--- src/rtl/wave_halt_pkg.sv ---
// constants and carrier types for the waveform auto-shutdown block
// assumes a 32-bit classic wishbone slave with word-aligned registers
package wave_halt_pkg;
   localparam logic [7:0] OFF_HALT_CTRL  = 8'h00;
   localparam logic [7:0] OFF_SRC_EN     = 8'h04;
   localparam logic [7:0] OFF_IRQ_STATUS = 8'h08;
   localparam logic [7:0] OFF_IRQ_CLEAR  = 8'h0C;
   localparam logic [7:0] OFF_IRQ_ENABLE = 8'h10;
   localparam int BIT_HALT    = 0;
   localparam int BIT_RESTART = 1;
   localparam int POS_LVL_BD  = 2;
   localparam int POS_LVL_AC  = 4;
   localparam int NUM_SRC     = 7;
   localparam int NUM_IRQ     = 1;
   localparam logic [NUM_SRC-1:0] SRC_EN_RESET = 7'h00;
   localparam logic [1:0]         LVL_RESET    = 2'h0;

   // fault inputs, all active low
   typedef struct packed {
      logic       fault_pin_n;
      logic [2:0] timer_period_pulse_n;
      logic [1:0] comparator_n;
      logic       logic_cell_two_n;
   } fault_in_s;

   // waveform outputs a..d
   typedef struct packed {
      logic a;
      logic b;
      logic c;
      logic d;
   } wave_out_s;

   typedef enum logic [1:0] {RUNNING, HALTED, WAIT_EDGE} run_e;
endpackage : wave_halt_pkg

--- src/rtl/waveform_auto_shutdown.sv ---
// auto-shutdown and restart stage in front of the waveform output pins
// assumes fault inputs and data input are synchronous to clk_i
`timescale 1ns/1ns
`default_nettype none

module waveform_auto_shutdown
   import wave_halt_pkg::*;
(
   input  wire  logic                     clk_i,   // 50 MHz clock
   input  wire  logic                     rst_i,   // sync reset, active high
   input  wire  logic                     cyc_i,   // wishbone cycle
   input  wire  logic                     stb_i,   // wishbone strobe
   input  wire  logic                     we_i,    // wishbone write
   input  wire  logic [7:0]               adr_i,   // byte address
   input  wire  logic [3:0]               sel_i,   // byte selects
   input  wire  logic [31:0]              dat_i,   // write data
   output var   logic [31:0]              dat_o,   // read data
   output var   logic                     ack_o,   // wishbone ack
   input  wire  wave_halt_pkg::fault_in_s fault_i, // fault sources
   input  wire  logic                     data_i,  // waveform data input
   input  wire  wave_halt_pkg::wave_out_s wave_i,  // generator outputs
   output var   wave_halt_pkg::wave_out_s wave_o,  // pin outputs
   output var   logic                     halted_o,// shutdown in force
   output var   logic                     irq_o    // level interrupt
);
   import wave_halt_pkg::*;

   typedef struct packed {
      logic               halt;
      logic               restart_en;
      logic [1:0]         lvl_bd;
      logic [1:0]         lvl_ac;
      logic [NUM_SRC-1:0] src_en;
      logic [NUM_IRQ-1:0] irq_status;
      logic [NUM_IRQ-1:0] irq_enable;
      run_e               run;
      logic               data_q;
      logic               ack;
      logic [31:0]        rdata;
   } state_s;

   state_s st;
   state_s next_st;

   logic [NUM_SRC-1:0] fault_raw;
   logic               fault_active;
   logic               wr;
   logic               rd;
   logic               halt_rise;
   logic               data_rise;
   logic               shut_now;

   // level for an override field: 00 low, 01 high, 1x idle low
   function automatic logic lvl_out(input logic [1:0] lvl);
      lvl_out = (lvl == 2'h1);
   endfunction : lvl_out

   // control register decode, shared by the auto-clear guard and the checks
   function automatic logic ctrl_hit(input logic [7:0] adr);
      ctrl_hit = (adr == OFF_HALT_CTRL);
   endfunction : ctrl_hit

   assign fault_raw    = ~{fault_i.fault_pin_n, fault_i.timer_period_pulse_n,
                           fault_i.comparator_n, fault_i.logic_cell_two_n};
   assign fault_active = |(fault_raw & st.src_en);
   // writes land on the edge where the master samples ack high
   assign wr           = cyc_i & stb_i & we_i & st.ack;
   assign rd           = cyc_i & stb_i & ~we_i & ~st.ack;
   assign data_rise    = data_i & ~st.data_q;
   assign shut_now     = fault_active | st.run != RUNNING;

   always_comb begin
      next_st        = st;
      next_st.ack    = cyc_i & stb_i & ~st.ack;
      next_st.data_q = data_i;
      halt_rise      = 1'b0;
      if (wr & sel_i[0]) begin
         case (adr_i)
            OFF_HALT_CTRL: begin
               next_st.restart_en = dat_i[BIT_RESTART];
               next_st.lvl_bd     = dat_i[POS_LVL_BD +: 2];
               next_st.lvl_ac     = dat_i[POS_LVL_AC +: 2];
               if (dat_i[BIT_HALT] | ~fault_active) begin
                  next_st.halt = dat_i[BIT_HALT];
               end
            end
            OFF_SRC_EN:     next_st.src_en = dat_i[NUM_SRC-1:0];
            OFF_IRQ_CLEAR:  next_st.irq_status = st.irq_status & ~dat_i[NUM_IRQ-1:0];
            OFF_IRQ_ENABLE: next_st.irq_enable = dat_i[NUM_IRQ-1:0];
            default: ;
         endcase
      end
      if (fault_active) begin
         next_st.halt = 1'b1;
      end
      // with restart_en set, hardware clears flag once faults gone
      else if (st.restart_en & st.halt & ~(wr & sel_i[0] & ctrl_hit(adr_i))) begin
         next_st.halt = 1'b0;
      end
      halt_rise = next_st.halt & ~st.halt;
      if (halt_rise) begin
         next_st.irq_status[0] = 1'b1;
      end
      case (st.run)
         RUNNING: begin
            if (st.halt | fault_active) begin
               next_st.run = HALTED;
            end
         end
         HALTED: begin
            if (~st.halt & ~fault_active) begin
               next_st.run = WAIT_EDGE;
            end
         end
         WAIT_EDGE: begin
            if (st.halt | fault_active) begin
               next_st.run = HALTED;
            end else if (data_rise) begin
               next_st.run = RUNNING;
            end
         end
         default: next_st.run = HALTED;
      endcase
      next_st.rdata = 32'h0000_0000;
      if (rd) begin
         case (adr_i)
            OFF_HALT_CTRL:  next_st.rdata = {26'h000_0000, st.lvl_ac, st.lvl_bd, st.restart_en, st.halt};
            OFF_SRC_EN:     next_st.rdata = {25'h000_0000, st.src_en};
            OFF_IRQ_STATUS: next_st.rdata = {31'h0000_0000, st.irq_status};
            OFF_IRQ_ENABLE: next_st.rdata = {31'h0000_0000, st.irq_enable};
            default:        next_st.rdata = 32'h0000_0000;
         endcase
      end
   end

   always_ff @(posedge clk_i) begin
      if (rst_i) begin
         st            <= '0;
         st.run        <= RUNNING;
         st.src_en     <= SRC_EN_RESET;
         st.lvl_bd     <= LVL_RESET;
         st.lvl_ac     <= LVL_RESET;
      end else begin
         st <= next_st;
      end
   end

   always_comb begin
      wave_o = wave_i;
      if (shut_now) begin
         wave_o.a = lvl_out(st.lvl_ac);
         wave_o.c = lvl_out(st.lvl_ac);
         wave_o.b = lvl_out(st.lvl_bd);
         wave_o.d = lvl_out(st.lvl_bd);
      end
   end

   assign dat_o    = st.rdata;
   assign ack_o    = st.ack;
   assign halted_o = shut_now;
   assign irq_o    = |(st.irq_status & st.irq_enable);
endmodule : waveform_auto_shutdown

`default_nettype wire

--- config.mk ---
export PLATFORM = sky130hd
export DESIGN_NAME = waveform_auto_shutdown
export DESIGN_NICKNAME = d
export VERILOG_FILES = /design/src/rtl/wave_halt_pkg.sv /design/src/rtl/waveform_auto_shutdown.sv
export SDC_FILE = /design/constraint.sdc
export NUM_CORES = 1
export LEC_CHECK = 0
export ABC_CLOCK_PERIOD_IN_PS = 3800
export BUFFER_PORTS_ARGS = -buffer_cell sky130_fd_sc_hd__buf_2
export CAP_MARGIN = 20
export CELL_PAD_IN_SITES_DETAIL_PLACEMENT = 0
export CELL_PAD_IN_SITES_GLOBAL_PLACEMENT = 1
export CORE_UTILIZATION = 30
export DETAILED_ROUTE_END_ITERATION = 10
export GPL_ROUTABILITY_DRIVEN = 0
export PLACE_DENSITY_LB_ADDON = 0.15
export SLEW_MARGIN = 20
export SYNTH_ARGS = -nofsm -noshare
export SYNTH_HDL_FRONTEND = slang
export SYNTH_SLANG_ARGS = --single-unit
export TNS_END_PERCENT = 30
--- constraint.sdc ---
create_clock -name clk_i -period 3.8 [get_ports clk_i]
set_clock_uncertainty 0.15 [all_clocks]
set_input_delay 0.76 -clock clk_i [delete_from_list [all_inputs] [get_ports clk_i]]
set_output_delay 0.76 -clock clk_i [all_outputs]
set_load 0.01 [all_outputs]
# Word-level counts from Yosys, hierarchy flattened
# Index checks and enable logic that the tools add are counted.
# word_totals
ram_bits	0
latch_bits	0
in_bits	61
output_inout_bits	39
mem_count	0
reg_bits	51
rom_bits	0
# classes
n_lt_le_gt_ge	0
n_addsub	0
multipliers	0
reduce_logical	12
n_eq_ne	11
mux	16
n_div	0
n_shift	0
n_bitwise	28
# ops
operator	count
$pmux W7 S4	1
$eq A8 B4 Y1 const B	2
$and A1 B1 Y1	15
$mux W15	1
$eq A8 B3 Y1 const B	1
$eq A8 B5 Y1 const B	1
$logic_not A8 Y1	1
$mux W2	4
$not A1 Y1	8
$reduce_and A2 Y1	4
$and A7 B7 Y7	1
$mux W7	1
$not A7 Y7	1
$reduce_or A7 Y1	1
$eq A2 B1 Y1 const B	3
$mux W1	6
$mux W6	1
$pmux W2 S3	1
$reduce_bool A2 Y1	3
$mux W4	1
$ne A2 B2 Y1 const B	2
$ne A3 B3 Y1 const B	1
$or A1 B1 Y1	3
$reduce_and A3 Y1	1
other kinds (3)	3

# Longest topological paths before layout
# logic_depth
ltp_word	13
ltp_mapped	6
depth_no_buf	5

# Worst setup path after synthesis
# No wires, ideal clock.
# synth_path
kind	input -> output
startpoint	in fault_i[4] (netlist bit)
endpoint	out wave_o[0] (netlist bit)
arrival_ns	2.098
required_ns	2.890
path_stages	5
path_buffers	1
slack_ns	0.792
cell_sequence	o22ai_1 -> or4_4 -> or3_1 -> buf_2 -> mux2_2
# synth_rtl
item	line_no	text
from (decl)	waveform_auto_shutdown.sv:19	input wire wave_halt_pkg::fault_in_s fault_i,
to (decl)	waveform_auto_shutdown.sv:22	output var wave_halt_pkg::wave_out_s wave_o,

==> results.toml <==
[route]
antenna_left = 0
via_count = 1115
drtIter0Drc = 43
wl_mm = 3.04
wl_per_cell_um = 12.1
vias_per_cell = 4.44
drc = 0
drt-pass1-iter-count = 6

[grt]
use_met3_pct = 1.57
use_met2_pct = 20.7
grt_overflow_total = 0
grt_pass1_vias = 1056
grt_util_met1_pct = 15.8
grtUsageTotal_pct = 12.3
grt_max_degree = 21
grt_antenna_before_repair = 0
grt_busiest_layer = "met2"
grt_pass1_wl_mm = 4.92

[power]
p_leak_nw = 0.759
max-vdd-ir-drop_uv = 128
power_density_mw_per_mm2 = 347

[timing]
fin_crit_sh_pct = 85.2
tightest_slew_ns = 0.621
rsz0062_at_grt = "no"
finalSetupTns_ns = 0
hold_viol_final = 0
relSlewSlack_pct = 58.4
maxSlewViolCount = 0
setup-violations-final = 0
post-route-min-period_ns = 3.24
max_freq_mhz = 309

[setup_path]
cp-start-kind = "primary input"
cp-end-kind = "output port"
cp.required_ns = 2.89
critPathArrivalTime_ns = 2.33
crit_path_max_fanout = 5
worst_r2r_path_depth = 5
critPathKind = "primary input to output port"
regToRegSetupSlack_ns = 1.94
r2r_start = "ack_o"
r2r-end = "st[39]"

[synthesis]
syn-instance-count = 163
yosysUniqueCellTypes = 31
avgSynthCellArea_um2 = 8.72
synth-seq-area-share_pct = 36.6
synth-seq-cells = 26
yosys_warnings = 0
synthesis.area_mm2 = 0.00142

[placed_design]
hpwl_mm = 2.36
io_buffers = 46

[layout]
num_antenna_cells = 0
final_util_pct = 36.1
layout-drive-gt1-share_pct = 30.2
fin_nets = 261
areaGrowthSynthToFinish_pct = 12.9

[clock_tree]
clk_pin_slew_worst_paths_ns = 0.09
cts_tree = "yes"
h-tree-depth = 1
cts_root_buffer = "clkbuf_8"
cts_buffers = 3
ctsHoldBuffers = 0
clkSinkCount = 26
clock_latency_ns = 0.27
post-cts-setup-buffers = 0
post_cts_resized = 0
clockBufferDepth = 2

[job]
cap_violations = 0

[floorplan]
rows = 24
die_h_um = 70.8
core_region_area_mm2 = 0.00444
die_w_um = 70.8
die_area_mm2 = 0.00502
initial_utilization_pct = 32.0
ios = 100

[min_path]
hp-start = "st[44]"
hold_path_class = "register to register"
whs_path_depth = 2
hold_path_end = "dat_o[6]"

[status]
status = "complete, no violations"
area by class of cell:
cell class              count  area [µm²]
fillers                   484        2840
clock buffers               3        41.3
multi-input cells         115         687
clock inverters             1        30.0
repair buffers             46         230
well taps                  52        65.1
inverters                   8        30.0
flip-flops and latches     26         520
cell families (layout without fill, tap and decap cells):
logic type | Yosys count | count (layout) | share of synthesized area, %
buffers and inverters | 46 | 58 | 21.4
muxes | 19 | 19 | 13.7
and+or+nand+nor | 56 | 56 | 21.6
AOI/OAI and AO/OA | 15 | 15 | 6.43
other | 1 | 25 | 0.264
DFF | 26 | 26 | 36.6
per-stage QoR:
step	cells	instance area, µm²	power, mW	hold slack, ns	setup slack (ns)
floorplan	187	1510	0.326	0.268	0.792
detailed placement	247	1530	0.331	0.289	0.552
global placement	247	1530	0.331	0.287	0.568
global route	251	1600	0.581	0.348	0.472
finish	251	1600	0.556	0.304	0.561
CTS	251	1600	0.563	0.304	0.551
per-layer routing:
| metal | vias up | wire, µm |
|---|---|---|
| li1 | 563 | - |
| met1 | 508 | 1370 |
| met2 | 40 | 1470 |
| met3 | 4 | 141 |
| met4 | 0 | 49 |
| met5 | - | 0 |
worst max-delay path, cell delays in order:
cell and delay (ns):
buf_2 0.08, o22ai_1 0.06, or4_4 0.55, or3_1 0.43, mux2_2 0.30, buf_2 0.14
flip-flops by register name, indices dropped and copies added, names as in the netlist:
register,count
ack_o,1
st,18
dat_o,7
cells in the mapped netlist, drive strengths merged:
cell type	instances	share of area, %
buf	36	19
dfxtp	26	37
nor2	18	4.8
mux2i	15	11
nand2	9	2.4
inv	8	2.1
a21oi	7	2.5
nand3	6	2.1
mux2	4	3.2
nor2b	4	1.8
nor4	4	2.8
o22ai	3	1.3
a31oi	2	0.88
clkbuf	2	0.53
nand2b	2	0.88
nand3b	2	1.3
nand4	2	0.88
or2	2	0.88
or3	2	0.88
or4	2	1.6
a211oi	1	0.53
and2	1	0.44
conb	1	0.26
nor3	1	0.35
nor3b	1	0.53
o22a	1	0.62
o32ai	1	0.62
power by group:
| group | leakage (nW) | switching, mW | total (mW) | internal, mW |
|---|---|---|---|---|
| Sequential | 0.210 | 0.000418 | 0.274 | 0.273 |
| Combinational | 0.513 | 0.0320 | 0.0514 | 0.0194 |
| Clock | 0.0357 | 0.0902 | 0.231 | 0.141 |
layout by cell type (no fill, tap or decap), types with 3 or more instances in the layout:
cell type,netlist,routed
mux2i_1,15,15
nand2_1,9,9
clkbuf_8,0,3
nor4_1,3,3
nor2_1,18,18
inv_1,8,8
buf_2,3,46
o22ai_1,3,3
dfxtp_1,26,26
mux2_2,4,4
nand3_1,6,6
a21oi_1,7,7
nor2b_1,4,4
conb_1,1,25
worst max path at each step:
stage | depth (start not counted) | to | slack (ns) | from
after floorplan | 5 | wave_o[0] | 0.79 | fault_i[4]
after global placement | 6 | wave_o[3] | 0.57 | fault_i[4]
after detailed placement | 6 | wave_o[3] | 0.55 | fault_i[4]
after CTS | 6 | wave_o[3] | 0.55 | fault_i[4]
after global routing | 6 | wave_o[3] | 0.47 | fault_i[4]
final | 6 | wave_o[3] | 0.56 | fault_i[4]
No activity file was read; power rests on OpenSTA's default activity.
